### src/hw/ssilp_pkg.sv
/*
  Package for the system integration and low-power sequencer block.
  Assumes one synchronous clock domain; addresses are 16-bit CPU addresses.
*/
package ssilp_pkg;

  // ----------------------------------------------------------------------
  // Register addresses
  // ----------------------------------------------------------------------
  localparam logic [15:0] ADDR_BREAK_STATUS   = 16'hFE00;
  localparam logic [15:0] ADDR_RESET_CAUSE    = 16'hFE01;
  localparam logic [15:0] ADDR_BREAK_FLAG_CTL = 16'hFE03;
  localparam logic [15:0] ADDR_PEND_A         = 16'hFE04;
  localparam logic [15:0] ADDR_PEND_B         = 16'hFE05;
  localparam logic [15:0] ADDR_PEND_C         = 16'hFE06;

  // ----------------------------------------------------------------------
  // Field positions
  // ----------------------------------------------------------------------
  localparam int RC_POR   = 7;
  localparam int RC_PIN   = 6;
  localparam int RC_WDOG  = 5;
  localparam int RC_BADOP = 4;
  localparam int RC_BADAD = 3;
  localparam int RC_MON   = 1;
  localparam int RC_LVI   = 0;
  localparam int BS_BREAK_IN_STOP_WAIT_FLAG  = 1;
  localparam int BF_BREAK_FLAG_CLEAR_ENABLE  = 7;

  // ----------------------------------------------------------------------
  // Reset values and timing counts
  // ----------------------------------------------------------------------
  localparam logic [7:0]  RST_BREAK_FLAG_CTL = 8'h00;
  localparam logic [7:0]  RST_BREAK_STATUS   = 8'h00;
  localparam logic [12:0] REC_LONG_CYC       = 13'h1000;
  localparam logic [12:0] REC_SHORT_CYC      = 13'h0020;
  localparam int          STACK_DELAY_CYC    = 1;

  // ----------------------------------------------------------------------
  // Types
  // ----------------------------------------------------------------------
  typedef enum logic [2:0] {
    SSILP_RUN,
    SSILP_WAIT,
    SSILP_WAIT_EXIT,
    SSILP_STOP,
    SSILP_RECOVER
  } ssilp_state_t;

  typedef struct packed {
    logic pin;
    logic wdog;
    logic bad_opcode;
    logic bad_fetch;
    logic monitor;
    logic low_voltage;
  } ssilp_rst_src_t;

  typedef struct packed {
    logic [15:0] addr;
    logic        rd;
    logic        wr;
    logic [7:0]  wdata;
  } ssilp_bus_t;

endpackage : ssilp_pkg

### src/hw/ssilp_top.sv
/*
  System integration unit: pending-status views, reset causes, break
  steering with flag protection, and wait/stop sequencing.
  Assumes the CPU bus, break module and peripherals share clk_sys and that
  the 4x bus clock enable tick is supplied synchronous to clk_sys.
*/
// Function
// - pending_status_a shows flags one to six; bits one and zero read zero.
// - pending_status_b holds flags seven-fourteen, pending_status_c fifteen-twenty-two.
// - All reset sources share top priority above interrupts, no arbitration.
// - Break request forces software-interrupt vector fetch, entering break state.
// - In break, foreign flag clears blocked unless break_flag_clear_enable is one.
// - Flags cleared during break stay cleared after break ends.
// - Two-step clears stay protected in break; second step afterwards clears normally.
// - Wait or stop clears the global interrupt mask and stops CPU clock.
// - Wait stops CPU clocks only; peripheral clocks keep running.
// - Wait wakeup: stacking starts two cycles after interrupt arrives.
// - Reset, or break with emulation_mode set, ends wait; break in wait sets break_in_stop_wait_flag.
// - With watchdog_disable zero, the watchdog runs during wait.
// - Stop resets system counter, gates bus_clock_double, and gates bus_clock_quad unless oscillator_in_stop_enable; interrupt, reset, break exit.
// - oscillator_in_stop_enable keeps bus_clock_quad running during stop.
// - Stop recovery is 4096 quad cycles, or 32 with short recovery set.
// - Counter held reset until recovery, then times it; stacking after it elapses.
// - Reading reset_cause clears it automatically.
// - Power-on sets its bit and clears others; other sources only accumulate.
// - Pin, watchdog, bad opcode, bad fetch and low-voltage each set own bit.
// - Monitor entry after power-on with blank reset vector sets monitor_entry_flag.
// - Decode break status FE00, reset cause FE01, break flag control FE03.
// - Each pending flag maps to one maskable interrupt source.
`timescale 1ns/1ns
`default_nettype none
module ssilp_top #(
  parameter int          NUM_FLAGS = 22,
  parameter logic [12:0] REC_LONG  = ssilp_pkg::REC_LONG_CYC
) (
  // Clock and reset
  input  wire logic                      clk_sys,
  input  wire logic                      rst_n,
  // Reset sources
  input  wire logic                      por_event,
  input  wire ssilp_pkg::ssilp_rst_src_t rst_src,
  // CPU register bus
  input  wire ssilp_pkg::ssilp_bus_t     bus_in,
  output var  logic [7:0]                bus_rdata,
  // Interrupt and break inputs
  input  wire logic [NUM_FLAGS:1]        irq_pending,
  input  wire logic                      break_req,
  input  wire logic                      emulation_mode,
  // CPU instruction events
  input  wire logic                      wait_exec,
  input  wire logic                      stop_exec,
  // Configuration
  input  wire logic                      watchdog_disable,
  input  wire logic                      short_recovery_select,
  input  wire logic                      oscillator_in_stop_enable,
  input  wire logic                      quad_tick,
  // Controls to CPU and peripherals
  output var  logic                      cpu_reset,
  output var  logic                      force_swi_vector,
  output var  logic                      clear_imask,
  output var  logic                      start_stacking,
  output var  logic                      cpu_clk_en,
  output var  logic                      bus_clock_double,
  output var  logic                      bus_clock_quad,
  output var  logic                      watchdog_run,
  output var  logic                      flag_clear_allow,
  output var  logic                      break_active
);
  import ssilp_pkg::*;

  // ----------------------------------------------------------------------
  // State
  // ----------------------------------------------------------------------
  ssilp_state_t st_q, st_d;
  logic [12:0]  cnt_q, cnt_d;
  logic [7:0]   cause_q, cause_d;
  logic [7:0]   bstat_q, bstat_d;
  logic [7:0]   bfc_q, bfc_d;
  logic [7:0]   rdata_d;
  logic         brk_q, brk_d;
  logic         any_irq, any_rst, wake;
  logic         rst_q, swi_q, imask_q, stack_q, cpuen_q, dbl_q, quad_q;
  logic         wdog_q, allow_q;
  logic         rst_d, swi_d, imask_d, stack_d, cpuen_d, dbl_d, quad_d;
  logic         wdog_d, allow_d;
  logic [12:0]  rec_len;
  logic         rd_cause, wr_bfc, wr_bstat, brk_in_lp;
  logic [7:0]   pend_a, pend_b, pend_c;

  assign any_irq = |irq_pending;
  assign any_rst = por_event | (|rst_src);
  assign wake    = any_irq | any_rst | break_req;
  assign rec_len = short_recovery_select ? REC_SHORT_CYC : REC_LONG;

  // ----------------------------------------------------------------------
  // Register read path
  // ----------------------------------------------------------------------
  assign rd_cause  = bus_in.rd && (bus_in.addr == ADDR_RESET_CAUSE);
  assign wr_bfc    = bus_in.wr && (bus_in.addr == ADDR_BREAK_FLAG_CTL);
  assign wr_bstat  = bus_in.wr && (bus_in.addr == ADDR_BREAK_STATUS);
  assign brk_in_lp = (st_q == SSILP_WAIT || st_q == SSILP_STOP) && break_req;
  assign pend_a    = {irq_pending[6:1], 2'b00};
  assign pend_b    = irq_pending[14:7];
  assign pend_c    = irq_pending[22:15];

  always_comb begin
    rdata_d = 8'h00;
    unique case (bus_in.addr)
      ADDR_BREAK_STATUS: begin
        rdata_d = bstat_q;
      end
      ADDR_RESET_CAUSE: begin
        rdata_d = cause_q;
      end
      ADDR_BREAK_FLAG_CTL: begin
        rdata_d = bfc_q;
      end
      ADDR_PEND_A: begin
        rdata_d = pend_a;
      end
      ADDR_PEND_B: begin
        rdata_d = pend_b;
      end
      ADDR_PEND_C: begin
        rdata_d = pend_c;
      end
      default: begin
        rdata_d = 8'h00;
      end
    endcase
  end

  always_ff @(posedge clk_sys) begin
    if (!rst_n) begin
      bus_rdata <= 8'h00;
    end else begin
      bus_rdata <= rdata_d;
    end
  end

  // ----------------------------------------------------------------------
  // Reset cause
  // ----------------------------------------------------------------------
  always_comb begin
    cause_d = cause_q;
    if (rd_cause) begin
      cause_d = 8'h00;
    end
    // New causes win over a clearing read
    if (por_event) begin
      cause_d         = 8'h00;
      cause_d[RC_POR] = 1'b1;
      cause_d[RC_MON] = rst_src.monitor;
    end else begin
      if (rst_src.pin) begin
        cause_d[RC_PIN] = 1'b1;
      end
      if (rst_src.wdog) begin
        cause_d[RC_WDOG] = 1'b1;
      end
      if (rst_src.bad_opcode) begin
        cause_d[RC_BADOP] = 1'b1;
      end
      if (rst_src.bad_fetch) begin
        cause_d[RC_BADAD] = 1'b1;
      end
      if (rst_src.low_voltage) begin
        cause_d[RC_LVI] = 1'b1;
      end
      if (rst_src.monitor) begin
        cause_d[RC_MON] = 1'b1;
      end
    end
  end

  always_ff @(posedge clk_sys) begin
    if (!rst_n) begin
      cause_q <= 8'h00;
    end else begin
      cause_q <= cause_d;
    end
  end

  // ----------------------------------------------------------------------
  // Break status and flag control
  // ----------------------------------------------------------------------
  always_comb begin
    bstat_d = bstat_q;
    bfc_d   = bfc_q;
    if (wr_bfc) begin
      bfc_d = {bus_in.wdata[BF_BREAK_FLAG_CLEAR_ENABLE], 7'h00};
    end
    if (wr_bstat && !bus_in.wdata[BS_BREAK_IN_STOP_WAIT_FLAG]) begin
      bstat_d[BS_BREAK_IN_STOP_WAIT_FLAG] = 1'b0;
    end
    // Set wins over a clearing write
    if (brk_in_lp) begin
      bstat_d[BS_BREAK_IN_STOP_WAIT_FLAG] = 1'b1;
    end
  end

  always_ff @(posedge clk_sys) begin
    if (!rst_n) begin
      bstat_q <= RST_BREAK_STATUS;
      bfc_q   <= RST_BREAK_FLAG_CTL;
    end else begin
      bstat_q <= bstat_d;
      bfc_q   <= bfc_d;
    end
  end

  // ----------------------------------------------------------------------
  // Low-power sequencer
  // ----------------------------------------------------------------------
  always_comb begin
    st_d    = st_q;
    cnt_d   = cnt_q;
    imask_d = 1'b0;
    stack_d = 1'b0;
    cpuen_d = 1'b1;
    dbl_d   = 1'b1;
    quad_d  = 1'b1;
    if (any_rst) begin
      st_d = SSILP_RUN;
    end else begin
      unique case (st_q)
        SSILP_RUN: begin
          if (wait_exec) begin
            st_d    = SSILP_WAIT;
            imask_d = 1'b1;
            cpuen_d = 1'b0;
          end else if (stop_exec) begin
            st_d    = SSILP_STOP;
            imask_d = 1'b1;
            cpuen_d = 1'b0;
            cnt_d   = 13'h0000;
            dbl_d   = 1'b0;
            quad_d  = oscillator_in_stop_enable;
          end
        end
        SSILP_WAIT: begin
          cpuen_d = 1'b0;
          if (any_irq) begin
            st_d = SSILP_WAIT_EXIT;
          end else if (break_req && emulation_mode) begin
            st_d    = SSILP_RUN;
            cpuen_d = 1'b1;
          end
        end
        SSILP_WAIT_EXIT: begin
          st_d    = SSILP_RUN;
          stack_d = 1'b1;
        end
        SSILP_STOP: begin
          cpuen_d = 1'b0;
          dbl_d   = 1'b0;
          quad_d  = oscillator_in_stop_enable;
          cnt_d   = 13'h0000;
          if (any_irq || break_req) begin
            st_d = SSILP_RECOVER;
          end
        end
        SSILP_RECOVER: begin
          cpuen_d = 1'b0;
          dbl_d   = 1'b0;
          if (quad_tick) begin
            cnt_d = cnt_q + 13'h0001;
          end
          if (cnt_q >= rec_len) begin
            st_d    = SSILP_RUN;
            stack_d = any_irq;
            cpuen_d = 1'b1;
            dbl_d   = 1'b1;
          end
        end
        default: st_d = SSILP_RUN;
      endcase
    end
  end

  always_ff @(posedge clk_sys) begin
    if (!rst_n) begin
      st_q    <= SSILP_RUN;
      cnt_q   <= 13'h0000;
      imask_q <= 1'b0;
      stack_q <= 1'b0;
      cpuen_q <= 1'b1;
      dbl_q   <= 1'b1;
      quad_q  <= 1'b1;
    end else begin
      st_q    <= st_d;
      cnt_q   <= cnt_d;
      imask_q <= imask_d;
      stack_q <= stack_d;
      cpuen_q <= cpuen_d;
      dbl_q   <= dbl_d;
      quad_q  <= quad_d;
    end
  end

  // ----------------------------------------------------------------------
  // Break tracking
  // ----------------------------------------------------------------------
  always_comb begin
    brk_d = brk_q;
    swi_d = 1'b0;
    if (any_rst) begin
      brk_d = 1'b0;
    end else if (break_req && !brk_q) begin
      swi_d = 1'b1;
      brk_d = 1'b1;
    end else if (!break_req) begin
      brk_d = 1'b0;
    end
  end

  always_ff @(posedge clk_sys) begin
    if (!rst_n) begin
      brk_q <= 1'b0;
      swi_q <= 1'b0;
    end else begin
      brk_q <= brk_d;
      swi_q <= swi_d;
    end
  end

  // ----------------------------------------------------------------------
  // Reset, watchdog and flag-clear controls
  // ----------------------------------------------------------------------
  always_comb begin
    rst_d   = any_rst;
    wdog_d  = !watchdog_disable && (st_d != SSILP_STOP);
    allow_d = !brk_d || bfc_q[BF_BREAK_FLAG_CLEAR_ENABLE];
  end

  always_ff @(posedge clk_sys) begin
    if (!rst_n) begin
      rst_q   <= 1'b1;
      wdog_q  <= 1'b0;
      allow_q <= 1'b1;
    end else begin
      rst_q   <= rst_d;
      wdog_q  <= wdog_d;
      allow_q <= allow_d;
    end
  end

  // ----------------------------------------------------------------------
  // Outputs
  // ----------------------------------------------------------------------

  assign cpu_reset        = rst_q;
  assign force_swi_vector = swi_q;
  assign clear_imask      = imask_q;
  assign start_stacking   = stack_q;
  assign cpu_clk_en       = cpuen_q;
  assign bus_clock_double = dbl_q;
  assign bus_clock_quad   = quad_q;
  assign watchdog_run     = wdog_q;
  assign flag_clear_allow = allow_q;
  assign break_active     = brk_q;

endmodule // ssilp_top
`default_nettype wire

### config.mk
export PLATFORM = sky130hd
export DESIGN_NAME = ssilp_top
export DESIGN_NICKNAME = d
export VERILOG_FILES = /design/src/hw/ssilp_pkg.sv /design/src/hw/ssilp_top.sv
export SDC_FILE = /design/constraint.sdc
export NUM_CORES = 1
export LEC_CHECK = 0
export BUFFER_PORTS_ARGS = -buffer_cell sky130_fd_sc_hd__buf_2
export CAP_MARGIN = 30
export CORE_ASPECT_RATIO = 0.75
export CORE_UTILIZATION = 52
export CTS_BUF_LIST = sky130_fd_sc_hd__clkbuf_8 sky130_fd_sc_hd__clkbuf_16
export CTS_CLUSTER_SIZE = 12
export DETAILED_ROUTE_END_ITERATION = 12
export GPL_TIMING_DRIVEN = 0
export HOLD_SLACK_MARGIN = 0.05
export PLACE_DENSITY = 0.85
export SLEW_MARGIN = 30
export SYNTH_ARGS = -nofsm -noshare
export SYNTH_HDL_FRONTEND = slang
export SYNTH_SLANG_ARGS = --single-unit
### constraint.sdc
create_clock -name clk_sys -period 5.6 [get_ports clk_sys]
set_input_delay 0 -clock clk_sys [delete_from_list [all_inputs] [get_ports clk_sys]]
set_output_delay 0 -clock clk_sys [all_outputs]
set_load 0.03 [all_outputs]
== Word level (Yosys, flattened, before mapping) ==
Cells that the tools add are included.
Widths: inputs -> output; s select.

* Bits of input ports: 65
* Output and inout bits: 18
* Bits in registers: 43
* Word-level logic and storage cells: 117

* Eq/ne operators: 14
* $lt $le $gt $ge: 1
* Bitwise logic cells: 4
* Mux-type cells: 44
* Add/subtract/negate cells: 1
* Reductions and logical operators: 31

{| class="wikitable"
|+ Operator list
! operator !! number
|-
| $eq 16x16->1 const B || 6
|-
| $mux 13 || 4
|-
| $pmux 8 s6 || 1
|-
| $pmux 13 s3 || 1
|-
| $mux 1 || 24
|-
| $reduce_or 22->1 || 1
|-
| $mux 3 || 7
|-
| $reduce_bool 2->1 || 7
|-
| $add 13x1->13 const B || 1
|-
| $ge 13x13->1 || 1
|-
| $pmux 3 s4 || 1
|-
| $logic_and 1x1->1 || 8
|-
| $mux 8 || 1
|-
| $eq 3x2->1 const B || 2
|-
| $ne 2x2->1 const B || 3
|-
| $reduce_bool 3->1 || 2
|-
| $reduce_or 6->1 || 1
|-
| $reduce_and 5->1 || 1
|-
| $logic_not 1->1 || 4
|-
| $pmux 1 s2 || 2
|-
| $pmux 1 s4 || 1
|-
| $reduce_or 2->1 || 2
|-
| $eq 3x1->1 const B || 1
|-
| $eq 3x3->1 const B || 1
|-
| other kinds (8) || 12
|}

== Longest topological paths before layout ==
Gate-level depths: netlist of run 1.

* Word-level depth: 7
* Depth in mapped cells: 7
* Mapped depth without buffers: 7

== Worst setup path after synthesis of run 1 ==
Ideal clock, no wire load.

* Path type: reg-to-reg
* Start point: register st_q[0]
* End point: register cnt_q[0]
* Library setup time: 0.117 ns
* Period minus slack after synthesis: 1.863 ns
* Stages on the path, launching flop included: 7
* Path slack: 3.737 ns
* Arrival: 1.746 ns
* Data required time: 5.483 ns
* Path buffers: 2
* Cell sequence: dfxtp_1 -> clkbuf_1 -> or3_1 -> a21boi_0 -> o41ai_1 -> buf_2 -> nor2_1

* Word-level cells in the longest chain between the ends: 3
* Elaborated cells between the ends (all ways): 9
* Those cells by class: eq/ne: 5; mux: 1; reduce/logical: 3

{| class="wikitable"
|+ RTL lines
! what !! RTL line !! source
|-
| start, declared || ssilp_top.sv:74 || <nowiki>ssilp_state_t st_q, st_d;</nowiki>
|-
| start signal, assigned || ssilp_top.sv:291 || <nowiki>st_q <= st_d;</nowiki>
|-
| $eq 3x3->1, or another cell as far along || ssilp_top.sv:226 || <nowiki>unique case (st_q)</nowiki>
|-
| $ne 2x2->1 (no line) or $reduce_bool 3->1 (tied branches) || - ||
|-
| $reduce_and 5->1 (no line) || - ||
|-
| end signal, assigned || ssilp_top.sv:292 || <nowiki>cnt_q <= cnt_d;</nowiki>
|-
| end, declared || ssilp_top.sv:75 || <nowiki>logic [12:0] cnt_q, cnt_d;</nowiki>
|}

Parallel ways exist; a longest one is shown, timed or not.
A chain may end at the register's enable or synchronous reset.

== Worst setup path after layout of run 1 ==
* Start point: register st_q[1]
* End point: register cnt_q[12]

Same word-level chain as after synthesis.

==> reports/qor.csv, run 1 <==
stage,metric,value,unit
outcome,status,"finished, final reports clean",
yosys,Synth Register Bits,43,
worst_setup_path,capturing element type of the critical path,flip-flop,
floorplan,Die H,57.3,microns
grt,gr usage total,0.296,
grt,first-pass GRT wire length,9590,microns
pwr,P per Cell Area,202,nW/um^2
floorplan,die area,4340,sq um
yosys,Gate Count Post-Synth,249,
final_layout,Final Cell Area,2840,sq um
yosys,"count leader, synth",dfxtp_1,
drt,Vias,2360,
timing,period utilisation layout,0.409,
placement,RD Place Congestion,0.922,
clock_network,CTS Buf Count,5,
final_layout,Finished Layout Cells,402,
worst_setup_path,critical-path maximum fanout,10,
yosys,yosys warns,0,
clock_network,clk_lat worst skew,300,ps
timing,fin. max-slew vios,0,
job,Max-cap violations,0,
timing,Slew headroom,0.429,
worst_setup_path,Buf/Inv on CP,2,
clock_network,CTS Root Cell,clkbuf_8,
yosys,"EDFF count, synth",0,
timing,fmax,437,MHz
worst_setup_path,sequence of cells on the critical path,clkbuf_1 -> or3_1 -> a21boi_0 -> o41ai_1 -> buf_2 -> a21oi_1,
drt,ANT nets after route,0,
placement,dpl hpwl,4170,microns
worst_hold_path,worst hold path class,input port to flip-flop,
yosys,Netlist cell types,48,
yosys,synthesized cell area,2120,sq um
yosys,syn_nets,318,
placement,# placed instances,376,
drt,DRC,0,
pwr,Pwr Total,0.574,mW
timing,Final Setup Violations,0,
timing,Tmin final,2290,ps
pwr,Worst VDD drop,176,uV
yosys,"area leader, netlist",dfxtp_1,
clock_network,H-tree lvl count,2,
worst_setup_path,CP required,5790,ps
clock_network,clk buf depth,2,
floorplan,Core Region,3780,sq um
yosys,"Avg Cell Area, Syn",8.51,sq um
floorplan,Rows,19,
clock_network,cts repair resizes,0,
worst_setup_path,type of the worst setup path,flip-flop to flip-flop,
floorplan,die width,75.7,microns
timing,worst clock skew,10.9,ps
final_layout,ratio of cells with drive above 1 in the final layout,0.263,
worst_setup_path,CP top delay family,compound AO/OA/AOI/OAI gates,
timing,final hold violation count,0,
drt,drt via density,5.87,
placement,pre-CTS setup slack,3320,ps
grt,pin count of the biggest net entering global routing,14,
yosys,fraction of registers with async set/reset,0,
placement,Placed Area,2560,sq um
timing,worst setup margin,3310,ps
clock_network,clock sink total,43,
worst_setup_path,Crit path arrival time,2480,ps
worst_setup_path,CP startpoint kind,flip-flop,
yosys,sequential fraction of the synthesis area,0.406,
yosys,"top cells by count, synth","dfxtp_1, nor2_1, a21oi_1, o21ai_0, inv_1",
placement,Port Buffers,75,
worst_setup_path,critical path's slowest cell,o41ai_1,
final_layout,Layout Nets,418,
drt,drt first-iter violations,317,
yosys,"Top FF cell, synth",dfxtp_1,
final_layout,Area growth syn-to-layout,34.0,%
drt,Routed WL per cell,14.8,microns
yosys,top-area cell type share of the netlist area,0.406,
drt,number of detailed-route iterations in the first pass,6,
timing,setup TNS,0,ps
clock_network,CTS tree,done,
clock_network,clock slew at reported path FFs,90,ps
final_layout,diode count,0,
floorplan,Initial Util,0.560,
timing,RSZ-0062 raised after global routing,no,
pwr,Leak,1.11,nW
timing,slew at the pin closest to its max-slew limit,852,ps
drt,routed wire length,5940,microns
worst_setup_path,max incr delay on CP,650,ps
grt,grt ovf,0,
grt,number of global-route vias before repair,2178,
floorplan,io pins,83,
grt,initial antenna violation count,0,
yosys,Synth area leaders,"dfxtp_1, a21oi_1, o21ai_0",
cell usage in the layout, fill, tap and decap left out, drive strengths merged, types with 2 or more instances in the layout:
cell	netlist	layout
ha	4	4
nand3	4	4
dlygate4sd3	0	18
o2111ai	2	2
inv	18	19
nor4	8	8
a222oi	5	5
a22oi	3	3
nand2b	3	3
a2bb2oi	8	8
nand4	5	5
xnor2	2	2
or3	13	13
a21oi	20	20
nor2b	4	4
o21a	4	4
mux2i	3	3
nor2	24	24
o211ai	2	2
or4	4	4
clkbuf	7	12
dfxtp	43	43
nand2	14	14
o31ai	2	2
nor4b	2	2
a211oi	2	2
buf	3	78
and2	2	2
nor3	5	5
o21ai	19	19
a21boi	2	2
metal layers:
layer  track usage  vias to the layer above  share of wire
li1              -                     1121              -
met1         0.405                     1057           0.44
met2         0.427                      148           0.43
met3        0.0689                       34          0.082
met4         0.164                        0          0.043
met5             0                        -              0
through the flow:
stage / hold slack, ps / utilization
after floorplan: 106 / -
after global placement: 191 / 0.677
after detailed placement: 209 / 0.679
after CTS: 73.1 / 0.749
after global routing: 101 / 0.751
final: 98.2 / 0.751
registers in the layout, indices dropped and copies added (netlist names):
register / count
cpu_clk_en: 1
bstat_q: 1
clear_imask: 1
bus_clock_double: 1
cpu_reset: 1
break_active: 1
cause_q: 7
bus_clock_quad: 1
bfc_q: 1
st_q: 3
force_swi_vector: 1
start_stacking: 1
cnt_q: 13
bus_rdata: 8
watchdog_run: 1
flag_clear_allow: 1
area by class of cell:
cell class / count / area (sq um)
Buffer: 10 / 42.5
Clock buffer: 5 / 68.8
Timing Repair Buffer: 93 / 556
Inverter: 18 / 67.6
Fill cell: 274 / 942
Clock inverter: 3 / 16.3
Sequential cell: 43 / 861
Multi-Input combinational cell: 178 / 1160
Tap cell: 52 / 65.1
worst paths after layout:
check / startpoint / endpoint / slack, ps / cells past startpoint
setup / recovery: st_q[1] / cnt_q[12] / 3310 / 6
hold / removal: irq_pending[7] / bus_rdata[0] / 100 / 4
setup reg to reg: st_q[1] / cnt_q[12] / 3310 / 6
hold reg to reg: break_active / force_swi_vector / 430 / 1
logic make-up (layout without fill, tap and decap cells):
logic type,after synthesis,count (layout),share of synthesized area
buffers and inverters,28,129,0.0520
AOI/OAI and AO/OA,75,75,0.254
adders and majority gates,4,4,0.0236
DFF,43,43,0.406
xor gates and xnor gates,3,3,0.0124
muxes,4,4,0.0195
and+or+nand+nor,92,92,0.232
where the power goes:
group / internal (mW) / total (mW) / switching [mW]
clock: 0.0854 / 0.194 / 0.108
sequential: 0.309 / 0.311 / 0.00173
combinational: 0.0361 / 0.0700 / 0.0339
total: 0.430 / 0.574 / 0.144
what timing repair did:
| item | 4_1_cts | 5_1_grt |
|---|---|---|
| hold buffers | 18 | 0 |
| hold endpoints to repair | 21 | 0 |
| buffers inserted | 0 | 0 |
worst reg2reg max path: stages, from the launching register on:
cell and delay, ps:
dfxtp_1 330, clkbuf_1 190, or3_1 410, a21boi_0 170, o41ai_1 650, buf_2 350, a21oi_1 70
Power figures use the tool's default switching activity.
==> run 2: changes to the inputs <==
CORE_UTILIZATION = 48   (was 52)
PLACE_DENSITY = 0.79   (was 0.85)
clock period = 2.23 ns   (was 5.6 ns; I/O delays follow)
==> run 2 against run 1 <==
Net effect: worst hold slack worse by 4.6 ps; register-to-register slack worse by 3200 ps; flip-flop and latch count stayed put; total power grew to 2.9 times the previous value; non-clock buffer count is 1 higher; clock power grew to 3.7 times the previous value; clock skew is 2.2 ps higher; critical path type is now input port to flip-flop; critical endpoint is now cnt_q[9]; largest cell class unchanged.
==> reports/qor.csv, run 2 (synthesis gave the netlist of run 1 again) <==
stage,metric,value,unit,change
worst_setup_path,Crit path arrival time,2370,ps,was 2480 ps
grt,met2 Usage GRT,0.435,,was 0.427
final_layout,"commonest non-fill, non-tap cell in the layout",buf_2,,unchanged
clock_network,clk_lat worst skew,300,ps,about the same
timing,slew at the pin closest to its max-slew limit,691,ps,was 852 ps
worst_hold_path,worst hold path class,input port to flip-flop,,unchanged
worst_setup_path,RR Startpoint,st_q[1],,unchanged
worst_hold_path,Hold Path Depth,4,,unchanged
pwr,clock power share,0.428,,was 0.337
clock_network,CTS Buf Count,5,,unchanged
clock_network,CTS Root Cell,clkbuf_8,,unchanged
clock_network,clk buf depth,2,,unchanged
final_layout,largest register by flop count,cnt_q,,unchanged
pwr,Comb power frac,0.107,,was 0.122
pwr,P per Cell Area,572,nW/um^2,was 202 nW/um^2
placement,pre-CTS setup slack,-91.0,ps,was 3320 ps
drt,drt via density,5.53,,was 5.87
worst_setup_path,R2R depth,7,,was 6
grt,GR Layer Usage met1,0.366,,was 0.405
grt,grt ovf,0,,unchanged
placement,Port Buffers,75,,unchanged
placement,# placed instances,379,,was 376
worst_setup_path,critical-path maximum fanout,10,,unchanged
final_layout,Finished Core Util,0.711,,was 0.751
worst_setup_path,CP startpoint kind,input port,,was flip-flop
drt,DRC,0,,unchanged
worst_setup_path,reg2reg setup slack,130,ps,was 3310 ps
grt,pin count of the biggest net entering global routing,14,,unchanged
worst_setup_path,capturing element type of the critical path,flip-flop,,unchanged
timing,hold_ws,93.6,ps,was 98.2 ps
worst_setup_path,type of the worst setup path,input port to flip-flop,,was flip-flop to flip-flop
pwr,Internal,1.31,mW,was 0.430 mW
placement,RD Place Congestion,0.871,,was 0.922
worst_setup_path,CP required,2450,ps,was 5790 ps
clock_network,clock sink total,43,,unchanged
drt,drt first-iter violations,260,,was 317
timing,Final Setup Violations,0,,unchanged
drt,Vias,2245,,was 2360
job,Max-cap violations,0,,unchanged
pwr,Worst VDD drop,521,uV,was 176 uV
floorplan,Core Region,4130,sq um,was 3780 sq um
timing,Slew headroom,0.538,,was 0.429
grt,initial antenna violation count,0,,unchanged
placement,dpl hpwl,4310,microns,was 4170 microns
final_layout,"commonest cells after routing, fill and taps aside","buf_2, dfxtp_1, nor2_1",,unchanged
grt,number of global-route vias before repair,2127,,was 2178
drt,Routed WL per cell,14.8,microns,about the same
drt,ANT nets after route,0,,unchanged
outcome,status,"finished, final reports clean",,unchanged
pwr,sequential share of power,0.465,,was 0.541
worst_setup_path,CP startpoint,rst_src[2],,was st_q[1]
drt,routed wire length,5990,microns,was 5940 microns
worst_setup_path,reg2reg end,cnt_q[2],,was cnt_q[12]
timing,Tmin final,2150,ps,
floorplan,Rows,20,,was 19
pwr,Sw Pwr,0.365,mW,was 0.144 mW
timing,fin. max-slew vios,0,,unchanged
clock_network,CTS tree,done,,unchanged
pwr,Leak,1.15,nW,was 1.11 nW
floorplan,io pins,83,,unchanged
final_layout,max reg flops,13,,unchanged
pwr,Switching Fraction,0.218,,was 0.251
timing,worst setup margin,79.9,ps,was 3310 ps
floorplan,die area,4690,sq um,was 4340 sq um
clock_network,H-tree lvl count,2,,unchanged
final_layout,Area growth syn-to-layout,38.5,%,was 34.0%
final_layout,Layout Nets,419,,was 418
grt,met3 usage,0.0677,,was 0.0689
timing,worst clock skew,13.1,ps,was 10.9 ps
timing,period utilisation layout,0.964,,
timing,final hold violation count,0,,unchanged
final_layout,diode count,0,,unchanged
grt,gr usage total,0.270,,was 0.296
grt,gr busiest metal,met2,,unchanged
final_layout,largest registers,"cnt_q x13, bus_rdata x8, cause_q x7",,unchanged
final_layout,ratio of cells with drive above 1 in the final layout,0.279,,was 0.263
floorplan,Initial Util,0.513,,was 0.560
worst_hold_path,min-delay src,irq_pending[2],,was irq_pending[7]
grt,first-pass GRT wire length,9660,microns,was 9590 microns
drt,number of detailed-route iterations in the first pass,4,,was 6
timing,fmax,465,MHz,
floorplan,Die H,59.5,microns,was 57.3 microns
worst_hold_path,WHS Endpoint,bus_rdata[3],,was bus_rdata[0]
clock_network,clock slew at reported path FFs,80,ps,was 90 ps
final_layout,Finished Layout Cells,406,,was 402
floorplan,die width,78.7,microns,was 75.7 microns
==> run 2: power groups by stage <==
stage	Clock [mW]	Sequential, mW	Combinational, mW
finish	0.718	0.780	0.179
global route	0.761	0.781	0.194
CTS	0.727	0.780	0.172
detailed placement	0	0.798	0.145
global placement	0	0.797	0.140
floorplan	0	0.800	0.0624
==> run 2: area by class of cell <==
type	count	area [sq um]
buffer	9	38.8
multi-input combinational	178	1190
inverter	18	67.6
clock inverter	3	63.8
fill	337	1190
tap	55	68.8
clock buffer	5	68.8
sequential	43	861
timing repair buffer	95	574
==> run 2: worst max path at each step <==
stage	end	slack [ps]	cells past startpoint
global route	cnt_q[7]	-30	7
floorplan	cnt_q[0]	370	6
global placement	cnt_q[2]	-20	6
finish	cnt_q[9]	80	8
CTS	cnt_q[9]	1	6
detailed placement	cnt_q[8]	-90	6
==> run 2: worst max-delay path, stage by stage <==
cell           delay, ps
dlygate4sd3_1        550
buf_2                130
or4_4                550
a311oi_4             280
buf_6                160
o2111ai_4            180
or3_1                360
a21oi_1              150
==> run 2: through the flow <==
stage	setup TNS, ps	total power [mW]	instance area, sq um
after floorplan	0	0.863	2120
after global routing	-113	1.74	2930
after CTS	0	1.68	2890
final	0	1.68	2930
after detailed placement	-750	0.943	2570
after global placement	-188	0.938	2560
==> run 2: repair_timing <==
item                                    CTS  global route
setup buffers                             0             2
hold endpoints to repair                 21             0
hold buffers                             18             0
pin swaps                                 0             2
endpoints found under the setup margin   10            13
resized for setup                         1             5
==> run 2: metal layers <==
metal,routed length [microns],vias to the layer above,share of wire
met4,59,0,0.0098
met2,2760,92,0.46
li1,-,1127,-
met1,2750,1018,0.46
met3,427,8,0.071
met5,0,-,0
==> run 3: changes to the inputs <==
--- a/config.mk
+++ b/config.mk
@@ -17,2 +17,3 @@
 export PLACE_DENSITY = 0.79
+export SETUP_SLACK_MARGIN = 0.2
 export SLEW_MARGIN = 30
==> constraint.sdc (replaced) <==
create_clock -name clk_sys -period 2.23 [get_ports clk_sys]
set_input_delay 0.446 -clock clk_sys [delete_from_list [all_inputs] [get_ports clk_sys]]
set_output_delay 0.446 -clock clk_sys [all_outputs]
set_load 0.03 [all_outputs]
==> run 3 against run 2 <==
Net effect: register-to-register slack gained 100 ps; sequential power barely moved; count of clock-buffer cells in the layout is the same; utilization is 2.2 points lower; critical path depth unchanged; highest routed layer unchanged; largest power group unchanged; design area decreased by 3.1%; maximum frequency grew 6.0%.
==> reports/qor.csv, run 3 (synthesis gave the netlist of run 1 again) <==
stage,metric,value,unit,change
clock_network,CTS tree,done,,unchanged
drt,Vias,2305,,was 2245
pwr,Comb power frac,0.112,,was 0.107
grt,grt ovf,0,,unchanged
clock_network,clk buf depth,2,,unchanged
worst_hold_path,worst hold path class,input port to flip-flop,,unchanged
floorplan,Rows,20,,unchanged
drt,number of detailed-route iterations in the first pass,7,,was 4
worst_hold_path,WHS Endpoint,bus_clock_quad,,was bus_rdata[3]
grt,number of global-route vias before repair,1993,,was 2127
timing,Tmin final,2030,ps,was 2150 ps
clock_network,clk_lat worst skew,300,ps,about the same
clock_network,H-tree lvl count,2,,unchanged
pwr,Sw Pwr,0.371,mW,was 0.365 mW
worst_setup_path,RR Startpoint,st_q[1],,unchanged
placement,Port Buffers,75,,unchanged
grt,first-pass GRT wire length,8960,microns,was 9660 microns
worst_setup_path,reg2reg setup slack,230,ps,was 130 ps
final_layout,diode count,0,,unchanged
floorplan,die area,4690,sq um,unchanged
final_layout,max reg flops,13,,unchanged
pwr,sequential share of power,0.541,,was 0.465
pwr,Internal,1.07,mW,was 1.31 mW
pwr,P per Cell Area,507,nW/um^2,was 572 nW/um^2
worst_setup_path,critical-path maximum fanout,7,,was 10
clock_network,clock slew at reported path FFs,80,ps,about the same
pwr,Worst VDD drop,320,uV,was 521 uV
clock_network,clock sink total,43,,unchanged
placement,RD Place Congestion,0.897,,was 0.871
drt,drt via density,5.79,,was 5.53
timing,hold_ws,346,ps,was 93.6 ps
final_layout,largest register by flop count,cnt_q,,unchanged
timing,period utilisation layout,0.910,,was 0.964
worst_setup_path,CP startpoint kind,input port,,unchanged
timing,fin. max-slew vios,0,,unchanged
placement,# placed instances,379,,unchanged
floorplan,Core Region,4130,sq um,unchanged
timing,slew at the pin closest to its max-slew limit,674,ps,was 691 ps
worst_setup_path,reg2reg end,cnt_q[10],,was cnt_q[2]
placement,dpl hpwl,4230,microns,was 4310 microns
worst_setup_path,type of the worst setup path,input port to flip-flop,,unchanged
timing,Final Setup Violations,0,,unchanged
final_layout,Finished Core Util,0.689,,was 0.711
floorplan,io pins,83,,unchanged
worst_hold_path,Hold Path Depth,2,,was 4
worst_setup_path,Crit path arrival time,2260,ps,was 2370 ps
placement,pre-CTS setup slack,-219,ps,was -91.0 ps
timing,worst setup margin,201,ps,was 79.9 ps
floorplan,Initial Util,0.513,,unchanged
final_layout,Area growth syn-to-layout,34.3,%,was 38.5%
worst_setup_path,CP required,2470,ps,was 2450 ps
drt,ANT nets after route,0,,unchanged
final_layout,"commonest non-fill, non-tap cell in the layout",buf_2,,unchanged
grt,pin count of the biggest net entering global routing,15,,was 14
pwr,Leak,1.10,nW,was 1.15 nW
clock_network,CTS Root Cell,clkbuf_8,,unchanged
pwr,Pwr Total,1.44,mW,was 1.68 mW
grt,initial antenna violation count,0,,unchanged
drt,DRC,0,,unchanged
final_layout,Layout Nets,411,,was 419
clock_network,Post-CTS Hold Buffers,0,,was 18
final_layout,largest registers,"cnt_q x13, bus_rdata x8, cause_q x7",,unchanged
final_layout,"commonest cells after routing, fill and taps aside","buf_2, dfxtp_1, nor2_1",,unchanged
pwr,Switching Fraction,0.257,,was 0.218
timing,RSZ-0062 raised after global routing,yes,,
final_layout,ratio of cells with drive above 1 in the final layout,0.341,,was 0.279
job,Max-cap violations,0,,unchanged
floorplan,die width,78.7,microns,unchanged
worst_setup_path,R2R depth,7,,unchanged
drt,routed wire length,6000,microns,was 5990 microns
drt,Routed WL per cell,15.1,microns,was 14.8 microns
clock_network,CTS Buf Count,5,,unchanged
outcome,status,"finished, final reports clean",,unchanged
worst_hold_path,min-delay src,oscillator_in_stop_enable,,was irq_pending[2]
timing,final hold violation count,0,,unchanged
final_layout,fill count,341,,was 337
worst_setup_path,capturing element type of the critical path,flip-flop,,unchanged
floorplan,Die H,59.5,microns,unchanged
pwr,clock power share,0.348,,was 0.428
final_layout,area of the multi-input gates,1240,sq um,was 1190 sq um
drt,drt first-iter violations,215,,was 260
timing,Slew headroom,0.549,,was 0.538
grt,gr usage total,0.247,,was 0.270
final_layout,Finished Layout Cells,398,,was 406
timing,fmax,493,MHz,was 465 MHz
timing,worst clock skew,6.83,ps,was 13.1 ps
final_layout,Register Area,862,sq um,was 861 sq um
-- run 3: cell types whose count changed in the layout (fill, tap and decap cells not counted), moves of 2 or more --
cell	change
a21oi_1	-2
a21oi_2	+2
buf_4	+6
buf_6	+3
bufinv_16	-2
clkbuf_1	-2
clkinvlp_4	+2
dlygate4sd3_1	-18
-- run 3: worst max-delay path: stages --
cell and delay, ps:
buf_6 90, or4_4 560, a311oi_4 280, buf_6 160, o211ai_4 130, buf_6 160
or3_4 320, a21oi_2 110
-- run 3: repair_timing --
action,4_1_cts,5_1_grt
gates resized for setup,5,20
pin swaps,2,8
setup endpoints to repair,20,24
buffers inserted,2,7
gates cloned,0,2
-- run 3: routing by layer --
layer	vias to the layer above	track usage	part of all wire
met5	-	0	0
li1	1108	-	-
met3	10	0.0554	0.091
met1	1065	0.341	0.45
met2	122	0.384	0.45
met4	0	0.0794	0.013
-- run 3: final cells by class --
class | instances | share of cell area
Clock inverter | 3 | 0.00704
Buffer | 10 | 0.0172
Multi-Input combinational cell | 179 | 0.435
Inverter | 18 | 0.0238
Clock buffer | 5 | 0.0242
Tap cell | 55 | 0.0242
Timing Repair Buffer | 85 | 0.166
Sequential cell | 43 | 0.303
-- run 3: power groups by stage --
stage / registers [mW] / logic [mW] / clock network [mW]
after global placement: 0.797 / 0.141 / 0
after detailed placement: 0.798 / 0.143 / 0
after floorplan: 0.800 / 0.0625 / 0
final: 0.780 / 0.161 / 0.502
after CTS: 0.780 / 0.148 / 0.513
after global routing: 0.781 / 0.176 / 0.536
-- run 3: how the worst max path moves through the flow --
| stage | from | to | depth (start not counted) |
|---|---|---|---|
| after floorplan | rst_src[3] | cnt_q[3] | 5 |
| after global placement | bus_in[13] | bus_rdata[5] | 6 |
| after detailed placement | wait_exec | cnt_q[0] | 7 |
| after CTS | rst_src[3] | cnt_q[12] | 6 |
| after global routing | cnt_q[5] | start_stacking | 7 |
| final | rst_src[2] | cnt_q[4] | 8 |
-- run 3: stage by stage --
stage | TNS (ps) | instance area (sq um)
after detailed placement | -3420 | 2570
after CTS | 0 | 2700
after global routing | 0 | 2840
after floorplan | 0 | 2120
after global placement | -3670 | 2560
final | 0 | 2840
